[src/include/ryp_pkg.sv]
package ryp_pkg;

  //////////////////////////////////////////////////////////////////////////////
  // bus geometry
  localparam int ADDR_W = 8;
  localparam int DATA_W = 32;
  localparam int STRB_W = 4;

  //////////////////////////////////////////////////////////////////////////////
  // register byte offsets
  localparam logic [7:0] OFS_YEAR_NOW = 8'h0c;
  localparam logic [7:0] OFS_YEAR_CMP = 8'h10;
  localparam logic [7:0] OFS_YEAR_PRE = 8'h14;
  localparam logic [7:0] OFS_CTRL = 8'h18;
  localparam logic [7:0] OFS_IRQ_MASK = 8'h1c;
  localparam logic [7:0] OFS_IRQ_RAW = 8'h20;
  localparam logic [7:0] OFS_IRQ_MSK_ST = 8'h24;
  localparam logic [7:0] OFS_IRQ_CLR = 8'h28;

  //////////////////////////////////////////////////////////////////////////////
  // field layout
  localparam int YEAR_W = 14;
  localparam int DIV_W = 15;
  localparam int TRIM_W = 10;
  localparam int DIV_LSB = 0;
  localparam int TRIM_LSB = 16;
  localparam int EN_BIT = 26;
  localparam int IRQ_CAL_BIT = 0;
  localparam int IRQ_TMR_BIT = 1;

  //////////////////////////////////////////////////////////////////////////////
  // reset values
  localparam logic [YEAR_W-1:0] YEAR_NOW_RST = 14'h2000;
  localparam logic [YEAR_W-1:0] YEAR_CMP_RST = 14'h2000;
  localparam logic [YEAR_W-1:0] YEAR_PRE_RST = 14'h0000;
  localparam logic [DIV_W-1:0] DIV_RST = 15'h7fff;
  localparam logic [TRIM_W-1:0] TRIM_RST = 10'h000;

  //////////////////////////////////////////////////////////////////////////////
  // timing: slow-clock cycles in one trim interval
  localparam logic [TRIM_W-1:0] TRIM_WINDOW = 10'h3ff;

  // axi responses
  localparam logic [1:0] RESP_OKAY = 2'b00;
  localparam logic [1:0] RESP_SLVERR = 2'b10;

  typedef struct packed {
    logic [DIV_W-1:0] divider;
    logic [TRIM_W-1:0] trim;
  } ryp_scale_t;

  typedef struct packed {
    logic countdown;
    logic calendar;
  } ryp_irq_t;

  typedef enum {
    SEL_NONE,
    SEL_YEAR_NOW,
    SEL_YEAR_CMP,
    SEL_YEAR_PRE,
    SEL_CTRL,
    SEL_IRQ_MASK,
    SEL_IRQ_RAW,
    SEL_IRQ_MSK_ST,
    SEL_IRQ_CLR
  } ryp_sel_t;

endpackage : ryp_pkg

[src/ryp_year_bcd.sv]
`timescale 1ns/1ps
`default_nettype none

module ryp_year_bcd
  import ryp_pkg::*;
(
  input wire logic aclk,
  input wire logic aresetn,
  input wire logic load,
  input wire logic [YEAR_W-1:0] load_value,
  input wire logic step,
  output logic [YEAR_W-1:0] year_q
);

  logic [YEAR_W-1:0] year_d;
  logic [YEAR_W-1:0] inc;
  logic [3:0] carry;

  assign carry[0] = 1'b1;

  // three full bcd digits, carry rippling upward
  genvar g;
  generate
    for (g = 0; g < 3; g++)
    begin : g_digit
      logic [3:0] dig;
      assign dig = year_q[4*g +: 4];
      assign carry[g+1] = carry[g] & (dig == 4'h9);
      assign inc[4*g +: 4] = !carry[g] ? dig : ((dig == 4'h9) ? 4'h0 : dig + 4'h1);
    end
  endgenerate

  // thousands digit runs 0..3, so 3999 wraps to 0000
  assign inc[13:12] = !carry[3] ? year_q[13:12] : ((year_q[13:12] == 2'h3) ? 2'h0 : year_q[13:12] + 2'h1);

  always_comb
  begin
    year_d = year_q;
    if (load)
      year_d = load_value;
    else if (step)
      year_d = inc;
  end

  always_ff @(posedge aclk)
  begin
    if (!aresetn)
      year_q <= YEAR_NOW_RST;
    else
      year_q <= year_d;
  end

endmodule : ryp_year_bcd

`default_nettype wire

[src/ryp_prescaler.sv]
`timescale 1ns/1ps
`default_nettype none

module ryp_prescaler
  import ryp_pkg::*;
(
  input wire logic aclk,
  input wire logic aresetn,
  input wire logic slow_edge,
  input wire logic run,
  input wire ryp_scale_t cfg,
  output logic cal_tick_q,
  output logic tmr_tick_q
);

  logic [TRIM_W-1:0] win_q;
  logic [TRIM_W-1:0] del_q;
  logic [DIV_W-1:0] div_q;
  logic last;
  logic kept;
  logic wrap;

  assign last = (win_q == TRIM_WINDOW - 10'h001);
  // the first trim pulses of each interval are swallowed
  assign kept = slow_edge && (del_q >= cfg.trim);
  assign wrap = (div_q >= cfg.divider);

  //////////////////////////////////////////////////////////////////////////////
  // trim interval
  always_ff @(posedge aclk)
  begin
    if (!aresetn)
    begin
      win_q <= '0;
      del_q <= '0;
    end
    else if (slow_edge)
    begin
      if (last)
      begin
        win_q <= '0;
        del_q <= '0;
      end
      else
      begin
        win_q <= win_q + 10'h001;
        if (del_q < cfg.trim)
          del_q <= del_q + 10'h001;
      end
    end
  end

  //////////////////////////////////////////////////////////////////////////////
  // divide by divider plus one
  always_ff @(posedge aclk)
  begin
    if (!aresetn)
      div_q <= '0;
    else if (kept)
      div_q <= wrap ? '0 : div_q + 15'h0001;
  end

  always_ff @(posedge aclk)
  begin
    if (!aresetn)
    begin
      cal_tick_q <= 1'b0;
      tmr_tick_q <= 1'b0;
    end
    else
    begin
      // divider zero: timer sees the raw slow clock, clockwatch stands still
      cal_tick_q <= run && kept && wrap && (cfg.divider != '0);
      tmr_tick_q <= (cfg.divider == '0) ? slow_edge : (kept && wrap);
    end
  end

endmodule : ryp_prescaler

`default_nettype wire

[src/ryp_top.sv]
// What this block does
// - the current year is a read-only 14-bit bcd value 0..3999 that resets to 2000.
// - the year compare field is a read/write 14-bit bcd value that resets to 2000 and feeds the alarm compare.
// - the year preset field is a read/write 14-bit bcd value reset to 0 that is loaded into the running year.
// - while calendar_enable is set, the second tick is the slow clock divided by prescale_divider plus one, 32768 by default.
// - with prescale_divider at zero the timer tick is the raw slow clock and the second tick stops.
// - trim_pulse_delete slow-clock pulses are removed in every 1023-cycle interval, none by default.
// - divider and trim writes are dropped while calendar_enable is set, and reads show the stored values.
// - once calendar_enable is set the control register ignores every write until reset.
// - mask bit 0 enables the calendar interrupt and resets to 0.
// - mask bit 1 enables the countdown interrupt and resets to 0.
// - raw status bits 0 and 1 show the unmasked calendar and countdown interrupts and reset to 0.
// - masked status bits are raw anded with mask and drive the two interrupt outputs.
// - writing 1 to clear bit 0 or bit 1 clears that raw interrupt, writing 0 does nothing.
//
// Implementation choice: the AXI4-Lite register port.
`timescale 1ns/1ps
`default_nettype none

module ryp_top
  import ryp_pkg::*;
(
  input wire logic aclk,
  input wire logic aresetn,
  input wire logic [ADDR_W-1:0] s_axi_awaddr,
  input wire logic [2:0] s_axi_awprot,
  input wire logic s_axi_awvalid,
  output logic s_axi_awready,
  input wire logic [DATA_W-1:0] s_axi_wdata,
  input wire logic [STRB_W-1:0] s_axi_wstrb,
  input wire logic s_axi_wvalid,
  output logic s_axi_wready,
  output logic [1:0] s_axi_bresp,
  output logic s_axi_bvalid,
  input wire logic s_axi_bready,
  input wire logic [ADDR_W-1:0] s_axi_araddr,
  input wire logic [2:0] s_axi_arprot,
  input wire logic s_axi_arvalid,
  output logic s_axi_arready,
  output logic [DATA_W-1:0] s_axi_rdata,
  output logic [1:0] s_axi_rresp,
  output logic s_axi_rvalid,
  input wire logic s_axi_rready,
  input wire logic slow_clock,
  input wire logic year_step,
  input wire logic year_load,
  input wire logic date_match,
  input wire logic countdown_event,
  output logic second_tick,
  output logic timer_tick,
  output logic calendar_enable,
  output logic [YEAR_W-1:0] year_now,
  output logic calendar_irq_out,
  output logic countdown_irq_out,
  output logic irq
);

  //////////////////////////////////////////////////////////////////////////////
  // declarations

  logic awready_q;
  logic wready_q;
  logic bvalid_q;
  logic [1:0] bresp_q;
  logic arready_q;
  logic rvalid_q;
  logic [1:0] rresp_q;
  logic [DATA_W-1:0] rdata_q;
  logic [ADDR_W-1:0] waddr_q;
  logic [DATA_W-1:0] wdata_q;
  logic [STRB_W-1:0] wstrb_q;

  logic [YEAR_W-1:0] year_cmp_q;
  logic [YEAR_W-1:0] year_pre_q;
  ryp_scale_t scale_q;
  logic en_q;
  ryp_irq_t mask_q;
  ryp_irq_t raw_q;
  ryp_irq_t raw_d;
  ryp_irq_t clr;
  ryp_irq_t set;
  logic calendar_irq_q;
  logic countdown_irq_q;
  logic irq_q;

  logic [2:0] sync_q;
  logic stable_q;
  logic slow_edge_q;
  logic start_q;

  logic do_wr;
  ryp_sel_t wsel;
  ryp_sel_t rsel;
  logic [DATA_W-1:0] wr_val;
  logic cal_tick;
  logic tmr_tick;

  //////////////////////////////////////////////////////////////////////////////
  // helpers

  function automatic ryp_sel_t decode(input logic [ADDR_W-1:0] a);
    ryp_sel_t s;
    s = SEL_NONE;
    case (a[ADDR_W-1:2])
      OFS_YEAR_NOW[ADDR_W-1:2]: s = SEL_YEAR_NOW;
      OFS_YEAR_CMP[ADDR_W-1:2]: s = SEL_YEAR_CMP;
      OFS_YEAR_PRE[ADDR_W-1:2]: s = SEL_YEAR_PRE;
      OFS_CTRL[ADDR_W-1:2]: s = SEL_CTRL;
      OFS_IRQ_MASK[ADDR_W-1:2]: s = SEL_IRQ_MASK;
      OFS_IRQ_RAW[ADDR_W-1:2]: s = SEL_IRQ_RAW;
      OFS_IRQ_MSK_ST[ADDR_W-1:2]: s = SEL_IRQ_MSK_ST;
      OFS_IRQ_CLR[ADDR_W-1:2]: s = SEL_IRQ_CLR;
      default: s = SEL_NONE;
    endcase
    return s;
  endfunction : decode

  // reserved positions are zero-filled here
  function automatic logic [DATA_W-1:0] read_reg(input ryp_sel_t s);
    logic [DATA_W-1:0] v;
    v = '0;
    case (s)
      SEL_YEAR_NOW: v = {18'h0_0000, year_now};
      SEL_YEAR_CMP: v = {18'h0_0000, year_cmp_q};
      SEL_YEAR_PRE: v = {18'h0_0000, year_pre_q};
      SEL_CTRL: v = {5'h00, en_q, scale_q.trim, 1'b0, scale_q.divider};
      SEL_IRQ_MASK: v = {30'h0000_0000, mask_q};
      SEL_IRQ_RAW: v = {30'h0000_0000, raw_q};
      SEL_IRQ_MSK_ST: v = {30'h0000_0000, raw_q & mask_q};
      default: v = '0;
    endcase
    return v;
  endfunction : read_reg

  function automatic logic [DATA_W-1:0] merge_lanes(
    input logic [DATA_W-1:0] old_v,
    input logic [DATA_W-1:0] new_v,
    input logic [STRB_W-1:0] strb
  );
    logic [DATA_W-1:0] r;
    r = old_v;
    for (int i = 0; i < STRB_W; i++)
    begin
      if (strb[i])
        r[8*i +: 8] = new_v[8*i +: 8];
    end
    return r;
  endfunction : merge_lanes

  //////////////////////////////////////////////////////////////////////////////
  // axi4-lite write channel: address and data held until both are in

  assign do_wr = !awready_q && !wready_q && !bvalid_q;
  assign wsel = decode(waddr_q);
  assign wr_val = merge_lanes(read_reg(wsel), wdata_q, wstrb_q);

  always_ff @(posedge aclk)
  begin
    if (!aresetn)
    begin
      awready_q <= 1'b1;
      waddr_q <= '0;
    end
    else if (awready_q && s_axi_awvalid)
    begin
      awready_q <= 1'b0;
      waddr_q <= s_axi_awaddr;
    end
    else if (bvalid_q && s_axi_bready)
      awready_q <= 1'b1;
  end

  always_ff @(posedge aclk)
  begin
    if (!aresetn)
    begin
      wready_q <= 1'b1;
      wdata_q <= '0;
      wstrb_q <= '0;
    end
    else if (wready_q && s_axi_wvalid)
    begin
      wready_q <= 1'b0;
      wdata_q <= s_axi_wdata;
      wstrb_q <= s_axi_wstrb;
    end
    else if (bvalid_q && s_axi_bready)
      wready_q <= 1'b1;
  end

  always_ff @(posedge aclk)
  begin
    if (!aresetn)
    begin
      bvalid_q <= 1'b0;
      bresp_q <= RESP_OKAY;
    end
    else if (do_wr)
    begin
      bvalid_q <= 1'b1;
      bresp_q <= (wsel == SEL_NONE) ? RESP_SLVERR : RESP_OKAY;
    end
    else if (s_axi_bready)
      bvalid_q <= 1'b0;
  end

  //////////////////////////////////////////////////////////////////////////////
  // axi4-lite read channel

  assign rsel = decode(s_axi_araddr);

  always_ff @(posedge aclk)
  begin
    if (!aresetn)
    begin
      arready_q <= 1'b1;
      rvalid_q <= 1'b0;
      rdata_q <= '0;
      rresp_q <= RESP_OKAY;
    end
    else if (arready_q && s_axi_arvalid)
    begin
      arready_q <= 1'b0;
      rvalid_q <= 1'b1;
      rdata_q <= read_reg(rsel);
      rresp_q <= (rsel == SEL_NONE) ? RESP_SLVERR : RESP_OKAY;
    end
    else if (rvalid_q && s_axi_rready)
    begin
      rvalid_q <= 1'b0;
      arready_q <= 1'b1;
    end
  end

  //////////////////////////////////////////////////////////////////////////////
  // year compare and preset

  always_ff @(posedge aclk)
  begin
    if (!aresetn)
      year_cmp_q <= YEAR_CMP_RST;
    else if (do_wr && wsel == SEL_YEAR_CMP)
      year_cmp_q <= wr_val[YEAR_W-1:0];
  end

  always_ff @(posedge aclk)
  begin
    if (!aresetn)
      year_pre_q <= YEAR_PRE_RST;
    else if (do_wr && wsel == SEL_YEAR_PRE)
      year_pre_q <= wr_val[YEAR_W-1:0];
  end

  //////////////////////////////////////////////////////////////////////////////
  // control: locked for good once the clockwatch runs

  always_ff @(posedge aclk)
  begin
    if (!aresetn)
    begin
      scale_q.divider <= DIV_RST;
      scale_q.trim <= TRIM_RST;
      en_q <= 1'b0;
    end
    else if (do_wr && wsel == SEL_CTRL && !en_q)
    begin
      scale_q.divider <= wr_val[DIV_LSB +: DIV_W];
      scale_q.trim <= wr_val[TRIM_LSB +: TRIM_W];
      en_q <= wr_val[EN_BIT];
    end
  end

  // one-cycle pulse when the clockwatch is started, used to load the year
  always_ff @(posedge aclk)
  begin
    if (!aresetn)
      start_q <= 1'b0;
    else
      start_q <= do_wr && wsel == SEL_CTRL && !en_q && wr_val[EN_BIT];
  end

  //////////////////////////////////////////////////////////////////////////////
  // interrupt mask, raw status and clear

  always_ff @(posedge aclk)
  begin
    if (!aresetn)
      mask_q <= '0;
    else if (do_wr && wsel == SEL_IRQ_MASK)
    begin
      mask_q.calendar <= wr_val[IRQ_CAL_BIT];
      mask_q.countdown <= wr_val[IRQ_TMR_BIT];
    end
  end

  always_comb
  begin
    clr = '0;
    if (do_wr && wsel == SEL_IRQ_CLR)
    begin
      clr.calendar = wdata_q[IRQ_CAL_BIT] && wstrb_q[0];
      clr.countdown = wdata_q[IRQ_TMR_BIT] && wstrb_q[0];
    end
  end

  always_comb
  begin
    set.calendar = cal_tick && date_match && (year_now == year_cmp_q);
    set.countdown = countdown_event;
    // a new event in the clearing cycle keeps the flag up
    raw_d.calendar = set.calendar || (raw_q.calendar && !clr.calendar);
    raw_d.countdown = set.countdown || (raw_q.countdown && !clr.countdown);
  end

  always_ff @(posedge aclk)
  begin
    if (!aresetn)
      raw_q <= '0;
    else
      raw_q <= raw_d;
  end

  always_ff @(posedge aclk)
  begin
    if (!aresetn)
    begin
      calendar_irq_q <= 1'b0;
      countdown_irq_q <= 1'b0;
      irq_q <= 1'b0;
    end
    else
    begin
      calendar_irq_q <= raw_d.calendar && mask_q.calendar;
      countdown_irq_q <= raw_d.countdown && mask_q.countdown;
      irq_q <= |(raw_d & mask_q);
    end
  end

  //////////////////////////////////////////////////////////////////////////////
  // slow clock pin: three flops, edge counted once stages two and three agree

  always_ff @(posedge aclk)
  begin
    if (!aresetn)
    begin
      sync_q <= '0;
      stable_q <= 1'b0;
      slow_edge_q <= 1'b0;
    end
    else
    begin
      sync_q <= {sync_q[1:0], slow_clock};
      if (sync_q[1] == sync_q[2])
        stable_q <= sync_q[2];
      slow_edge_q <= (sync_q[1] == sync_q[2]) && sync_q[2] && !stable_q;
    end
  end

  //////////////////////////////////////////////////////////////////////////////
  // prescaler and year counter

  ryp_prescaler u_prescaler (
    .aclk(aclk),
    .aresetn(aresetn),
    .slow_edge(slow_edge_q),
    .run(en_q),
    .cfg(scale_q),
    .cal_tick_q(cal_tick),
    .tmr_tick_q(tmr_tick)
  );

  ryp_year_bcd u_year (
    .aclk(aclk),
    .aresetn(aresetn),
    .load(start_q || (en_q && year_load)),
    .load_value(year_pre_q),
    .step(en_q && year_step),
    .year_q(year_now)
  );

  //////////////////////////////////////////////////////////////////////////////
  // outputs

  assign s_axi_awready = awready_q;
  assign s_axi_wready = wready_q;
  assign s_axi_bvalid = bvalid_q;
  assign s_axi_bresp = bresp_q;
  assign s_axi_arready = arready_q;
  assign s_axi_rvalid = rvalid_q;
  assign s_axi_rresp = rresp_q;
  assign s_axi_rdata = rdata_q;
  assign second_tick = cal_tick;
  assign timer_tick = tmr_tick;
  assign calendar_enable = en_q;
  assign calendar_irq_out = calendar_irq_q;
  assign countdown_irq_out = countdown_irq_q;
  assign irq = irq_q;

endmodule : ryp_top

`default_nettype wire

[config.mk]
export PLATFORM = sky130hd
export DESIGN_NAME = ryp_top
export DESIGN_NICKNAME = d
export VERILOG_FILES = /design/src/include/ryp_pkg.sv /design/src/ryp_year_bcd.sv /design/src/ryp_prescaler.sv /design/src/ryp_top.sv
export SDC_FILE = /design/constraint.sdc
export NUM_CORES = 1
export LEC_CHECK = 0
export BUFFER_PORTS_ARGS = -buffer_cell sky130_fd_sc_hd__buf_2
export CAP_MARGIN = 20
export CELL_PAD_IN_SITES_DETAIL_PLACEMENT = 2
export CELL_PAD_IN_SITES_GLOBAL_PLACEMENT = 2
export CORE_UTILIZATION = 37
export DETAILED_ROUTE_END_ITERATION = 12
export PLACE_DENSITY = 0.95
export SLEW_MARGIN = 20
export SYNTH_ARGS = -nofsm -noshare
export SYNTH_HDL_FRONTEND = slang
export SYNTH_SLANG_ARGS = --single-unit
[constraint.sdc]
create_clock -name aclk -period 4.44 [get_ports aclk]
set_clock_uncertainty 0.2 [all_clocks]
set_input_delay 0.888 -clock aclk [delete_from_list [all_inputs] [get_ports aclk]]
set_output_delay 0.888 -clock aclk [all_outputs]
set_load 0.01 [all_outputs]
==> flow_summary.yaml, run 1 <==
run_status:
  status: "finished clean"
clocking:
  clock_sinks: 191
  cts.path.max_buffers: 2
  htreeDepth: 4
  cts-root-buf: "clkbuf_16"
  postCtsSetupBuffers: 0
  insertion_delay_ns: 0.45
  clk_pin_slew_ns: 0.08
  cts_buffers: 17
  tritoncts: "done"
  postCtsHoldBufs: 0
  post_cts_resized: 0
setup_path:
  crit_top_cell: "nor2_1"
  slowest_stage: "a2111oi_4"
  crit_chain: "inv_1 -> ha_1 -> a211oi_1 -> nor2_1 -> a2111oi_4 -> buf_4 -> o2111ai_1 -> xor2_1 -> nor2_1"
  crit_type: "flop to flop"
  critical_path.startpoint: "scale_q[7]"
  critical_path.max_fanout: 11
  worstReg2RegStart: "scale_q[7]"
  worstPathRequired_ns: 4.56
  cp-end-kind: "flop"
  crit_path_max_incr_delay_ns: 0.86
  worstPathArrival_ns: 3.41
  worst_setup_path_start_kind: "flop"
  rrSetupSlack_ns: 1.14
route:
  vias_per_cell: 6.26
  drtIter0Drc: 923
  drt_first_pass_iters: 8
  route.detailed.drc: 0
  wire_per_inst_um: 27.7
  routed_wirelength_mm: 41.5
  ant_nets: 0
  vias: 9385
synth:
  yosys.area.top_type: "dfxtp_1"
  synth-async-reset-ratio: 0
  syn_area_per_cell_um2: 8.47
  netlist.area_leader.share: 0.414
  synth.area.top_cells: "dfxtp_1 (41%), nand2_1 (6.1%), a21oi_1 (5.0%)"
  synth.distinct_cells: 65
  syn-cell-area_um2: 9240
  synth_flop_cell: "dfxtp_1"
  synth-edff-count: 0
  synthCells: 1091
  ys_ff_latch: 191
  synth-warning-count: 0
  yosysSeqAreaShare: 0.414
floorplan:
  chipHeight_um: 160
  core.rowCount: 57
  start_util: 0.379
  num_io_pins: 131
  core_area_um2: 24400
  die_w_um: 160
  dieArea_um2: 25600
placed_design:
  dp_hpwl_mm: 25.7
  post-place-ws_ns: 1.16
  gp_congestion: 0.840
  place_area_um2: 9980
  io_buffers: 106
power_and_ir_drop:
  vdd_ir_drop_max_mv: 0.251
  p_clk_frac: 0.448
  p_sw_uw: 1010
  p_leak_uw: 0.00416
  switching_share: 0.272
  power_uw: 3710
  p_per_area_nw_per_um2: 350
  intPower_uw: 2700
  power_frac_comb: 0.071
  power_frac_seq: 0.481
sta:
  whs_ns: 0.223
  slew_violations: 0
  fmax_ghz: 0.303
  final.setup.worst_slack_ns: 1.14
  rsz0062_at_grt: "false"
  min_period_ns: 3.30
  relSlewSlack: 0.255
  finalHoldViolCount: 0
  max_slew.worst_pin.slew_ns: 1.11
  finalCritPeriodShare: 0.742
  setup-violations-final: 0
  finalSetupTns_ns: 0
final_layout:
  layout_commonest_cell: "dfxtp_1"
  layout-drive-gt1-share: 0.163
  layout_common_cells: "dfxtp_1 (191), nand2_1 (148), buf_2 (106), a21oi_1 (91), nor2_1 (81)"
  area_growth_pct: 14.8
  fin_nets: 1262
  fin_area_um2: 10600
grt:
  track_usage: 0.326
  antenna_found_initial: 1
  grt_overflow: 0
  grt_max_degree: 62
  grt_pass1_wl_mm: 64.2
  grt_pass1_vias: 10300
run:
  drv_cap: 0
worst_hold_path:
  worstHoldPathType: "flop to flop"
  hp-start: "stable_q"
## per-stage QoR
step	utilization	instances
after floorplan	-	1098
after global placement	0.409	1465
after detailed placement	0.409	1465
after CTS	0.434	1497
after global routing	0.435	1499
final	0.435	1499
## critical path: cells and delay by family (launching register included)
family | cells | cell delay (ns)
AO/OA/AOI/OAI | 3 | 1.35
AND/OR/NAND/NOR | 2 | 0.23
buffers and inverters | 2 | 0.40
XOR/XNOR | 1 | 0.25
flip-flops | 1 | 0.38
adder cells (fa/ha/maj) | 1 | 0.33
## state kept, by name, summed over array words and instances, names as in the netlist, 2 cells and up, named ones only
register and count:
sync_q 3, waddr_q 6, s_axi_rdata 26, raw_q 2, u_prescaler.div_q 15, mask_q 2, u_prescaler.win_q 10, u_prescaler.del_q 10
u_year.year_q 14, year_cmp_q 14, scale_q 25, wstrb_q 4, wdata_q 26, year_pre_q 14
## layout make-up
class / count / area, um2
clock inverter: 14 / 173
inverter: 39 / 148
timing repair buffer: 124 / 669
tap: 324 / 405
clock buffer: 18 / 439
multi-input combinational: 788 / 4950
fill: 2682 / 13800
antenna: 1 / 2.50
sequential: 191 / 3820
## kinds of logic (layout without fill, tap and decap cells)
kind of cell | Yosys count | after routing | share of synthesized area
flops | 191 | 191 | 0.414
simple gates | 366 | 366 | 0.187
xor+xnor | 44 | 44 | 0.0417
mux | 50 | 50 | 0.0563
buf+inv | 119 | 195 | 0.0569
fa+ha+maj | 31 | 31 | 0.0420
compound gates | 289 | 289 | 0.202
other cells | 1 | 9 | 0.000406
## power by group through the flow
stage	combinational, uW	sequential [uW]	clock [uW]
3_5_place_dp	246	1820	0
3_3_place_gp	228	1820	0
2_1_floorplan	165	1800	0
4_1_cts	258	1780	1670
6_report	265	1780	1660
5_1_grt	281	1790	1740
## worst paths after layout
path / to / cells after the start
max: u_prescaler.del_q[7] / 9
max reg2reg: u_prescaler.del_q[7] / 9
min: slow_edge_q / 1
min reg2reg: slow_edge_q / 1
## synthesized netlist by cell type (5+ instances only)
| master | count |
|---|---|
| dfxtp_1 | 191 |
| nand2_1 | 149 |
| a21oi_1 | 92 |
| nor2_1 | 81 |
| o21ai_0 | 54 |
| clkbuf_1 | 47 |
| inv_1 | 39 |
| mux2i_1 | 34 |
| nand3_1 | 33 |
| xor2_1 | 33 |
| ha_1 | 31 |
| o22ai_1 | 29 |
| a22oi_1 | 24 |
| mux2_2 | 16 |
| nand4_1 | 16 |
| nor3_1 | 15 |
| a211oi_1 | 14 |
| a2bb2oi_1 | 14 |
| buf_2 | 13 |
| a222oi_1 | 12 |
| nand2b_1 | 12 |
| xnor2_1 | 11 |
| and2_1 | 10 |
| buf_4 | 10 |
| or3_1 | 9 |
| nor4_1 | 8 |
| a31oi_1 | 7 |
| nor2b_1 | 7 |
| o211ai_1 | 7 |
| o21ai_1 | 6 |
| a2111oi_2 | 5 |
| buf_1 | 5 |
## routing by layer
layer,global-route usage,wire [um],up-vias
met4,0.161,1730,0
met3,0.0571,2690,153
met5,0,0,-
met1,0.388,16500,4733
li1,-,-,4007
met2,0.563,20700,492
No activity file was read; power rests on OpenSTA's default activity.
==> run 2, diff against run 1 <==
Settings changed: ABC_AREA set to 1, CORE_UTILIZATION 37 to 33, PLACE_DENSITY 0.95 to 0.91.
Clock period 4.44 ns to 3.4 ns, I/O delays scaled along.
==> flow_summary.yaml, run 2 <==
clocking:
  post_cts_resized: 0
  clock_sinks: 191
  insertion_delay_ns: 0.46
  cts-root-buf: "clkbuf_16"
  postCtsHoldBufs: 0
  tritoncts: "done"
  htreeDepth: 4
  cts_buffers: 17
  cts.path.max_buffers: 2
  clk_pin_slew_ns: 0.08
  postCtsSetupBuffers: 0
floorplan:
  core_area_um2: 29700
  num_io_pins: 131
  start_util: 0.336
  dieArea_um2: 31000
  core.rowCount: 63
  chipHeight_um: 176
  die_w_um: 176
synth:
  syn_area_per_cell_um2: 7.07
  synthTopCellsByCount: "nand2_1 (287), dfxtp_1 (191), inv_1 (171)"
  synth_flop_cell: "dfxtp_1"
  syn-cell-area_um2: 9990
  ys_ff_latch: 191
  netlist.area_leader.share: 0.383
  synth.distinct_cells: 52
  yosys.area.top_type: "dfxtp_1"
  yosysSeqAreaShare: 0.383
  synth-warning-count: 0
  synth.most_common_cell: "nand2_1"
  synth.area.top_cells: "dfxtp_1 (38%), nand2_1 (11%), a21oi_1 (7.3%)"
  synth-edff-count: 0
  synthCells: 1412
  synth-async-reset-ratio: 0
run_status:
  status: "finished clean"
worst_hold_path:
  worstHoldPathType: "input pin to flop"
grt:
  grt_use_met3: 0.0377
  grt_use_met1: 0.338
  grt_max_degree: 85
  track_usage: 0.278
  grt_pass1_vias: 11500
  grt_overflow: 0
  grt_pass1_wl_mm: 66.3
  grtUsageMet2: 0.486
  busiest_layer: "met2"
  antenna_found_initial: 0
power_and_ir_drop:
  p_leak_uw: 0.00496
  vdd_ir_drop_max_mv: 0.276
  p_per_area_nw_per_um2: 436
route:
  ant_nets: 0
  drtIter0Drc: 603
  drt_first_pass_iters: 6
  routed_wirelength_mm: 42.2
  vias: 10500
  vias_per_cell: 5.51
  route.detailed.drc: 0
  wire_per_inst_um: 22.2
sta:
  finalSetupTns_ns: 0
  min_period_ns: 2.82
  fmax_ghz: 0.355
  finalCritPeriodShare: 0.828
  finalHoldViolCount: 0
  rsz0062_at_grt: "false"
  relSlewSlack: 0.541
  setup-violations-final: 0
  max_slew.worst_pin.slew_ns: 0.687
  slew_violations: 0
final_layout:
  layout-drive-gt1-share: 0.142
  layout_common_cells: "nand2_1 (287), dfxtp_1 (191), inv_1 (170), a21oi_1 (145), nor2_1 (129)"
  fin_nets: 1597
  area_growth_pct: 14.3
  diodes: 0
  fin_area_um2: 11400
  layout_commonest_cell: "nand2_1"
  final_core_util: 0.384
  layoutNonFillerInstCount: 1899
setup_path:
  worst_setup_path_start_kind: "flop"
  critical_path.max_fanout: 12
  worstPathArrival_ns: 3.00
  worstPathRequired_ns: 3.58
  crit_buf_inv: 1
  cp-end-kind: "flop"
  path_delay_family: "simple AND/OR/NAND/NOR gates"
  crit_chain: "ha_1 -> a21oi_1 -> o21ai_0 -> nand2_1 -> nand4_1 -> nand2_2 -> inv_1 -> nand2_1 -> nand2_1 -> a21oi_1"
  crit_type: "flop to flop"
  slowest_stage: "dfxtp_1"
  crit_path_max_incr_delay_ns: 0.51
  crit_top_cell: "nand2_1"
placed_design:
  io_buffers: 106
  gp_congestion: 0.914
  dp_hpwl_mm: 27.6
  dp_cells: 1867
  place_area_um2: 10800
run:
  drv_cap: 0
[run 2: changes by cell type after synthesis, moves of 16 or more]
cell / change
nand2_1: +138
clkbuf_1: -19
nand3_1: +56
nor2_1: +48
a22oi_1: -24
o21ai_0: +44
mux2_2: -16
mux2i_1: -34
inv_1: +132
o21ai_1: +25
xor2_1: -19
a21oi_1: +53
[run 2: metrics by stage]
| stage | total power (uW) | worst slack [ns] | hold slack [ns] |
|---|---|---|---|
| floorplan | 2700 | 1.38 | 0.190 |
| global placement | 2840 | 0.707 | 0.200 |
| detailed placement | 2870 | 0.529 | 0.237 |
| CTS | 5020 | 0.583 | 0.221 |
| global route | 5140 | 0.405 | 0.255 |
| finish | 4980 | 0.584 | 0.234 |
[run 2: metal layers]
layer / up-vias / routed length (um) / part of all wire
met5: - / 0 / 0
met2: 320 / 20700 / 0.49
met4: 0 / 1600 / 0.038
li1: 4817 / - / -
met3: 106 / 1690 / 0.040
met1: 5220 / 18200 / 0.43
[run 2: cell type report]
class / instances / area, um2
Inverter: 179 / 676
Fill cell: 3571 / 18300
Multi-Input combinational cell: 988 / 5190
Sequential cell: 191 / 3820
Timing Repair Buffer: 119 / 641
Clock buffer: 17 / 425
Clock inverter: 15 / 170
Tap cell: 390 / 488
[run 2: cells by family (layout without fill, tap and decap cells)]
family                   after synthesis  count (layout)  synth area share
AO/OA/AOI/OAI                        350             350             0.200
XOR/XNOR                              15              15            0.0132
adder cells (fa/ha/maj)               31              31            0.0388
buffers and inverters                240             330             0.100
flip-flops                           191             191             0.383
other                                  1               8          0.000375
AND/OR/NAND/NOR                      584             584             0.264
[run 2: path summary, 6_finish.rpt]
| kind | slack [ns] | startpoint | to | cells after the start |
|---|---|---|---|---|
| setup reg to reg | 0.58 | u_prescaler.del_q[5] | u_prescaler.div_q[4] | 10 |
| hold reg to reg | 0.27 | s_axi_rdata[6] | s_axi_rdata[6] | 2 |
| setup / recovery | 0.58 | u_prescaler.del_q[5] | u_prescaler.div_q[4] | 10 |
| hold / removal | 0.23 | slow_clock | sync_q[0] | 3 |
[run 2: where the power goes]
part | internal [uW] | switching [uW] | total (uW)
Combinational | 141 | 347 | 487
Clock | 1050 | 1080 | 2140
Sequential | 2300 | 54.3 | 2360
[run 2: worst min-delay path, cell delays in order]
cell     delay [ns]
buf_2          0.09
nand2_1        0.05
inv_1          0.06
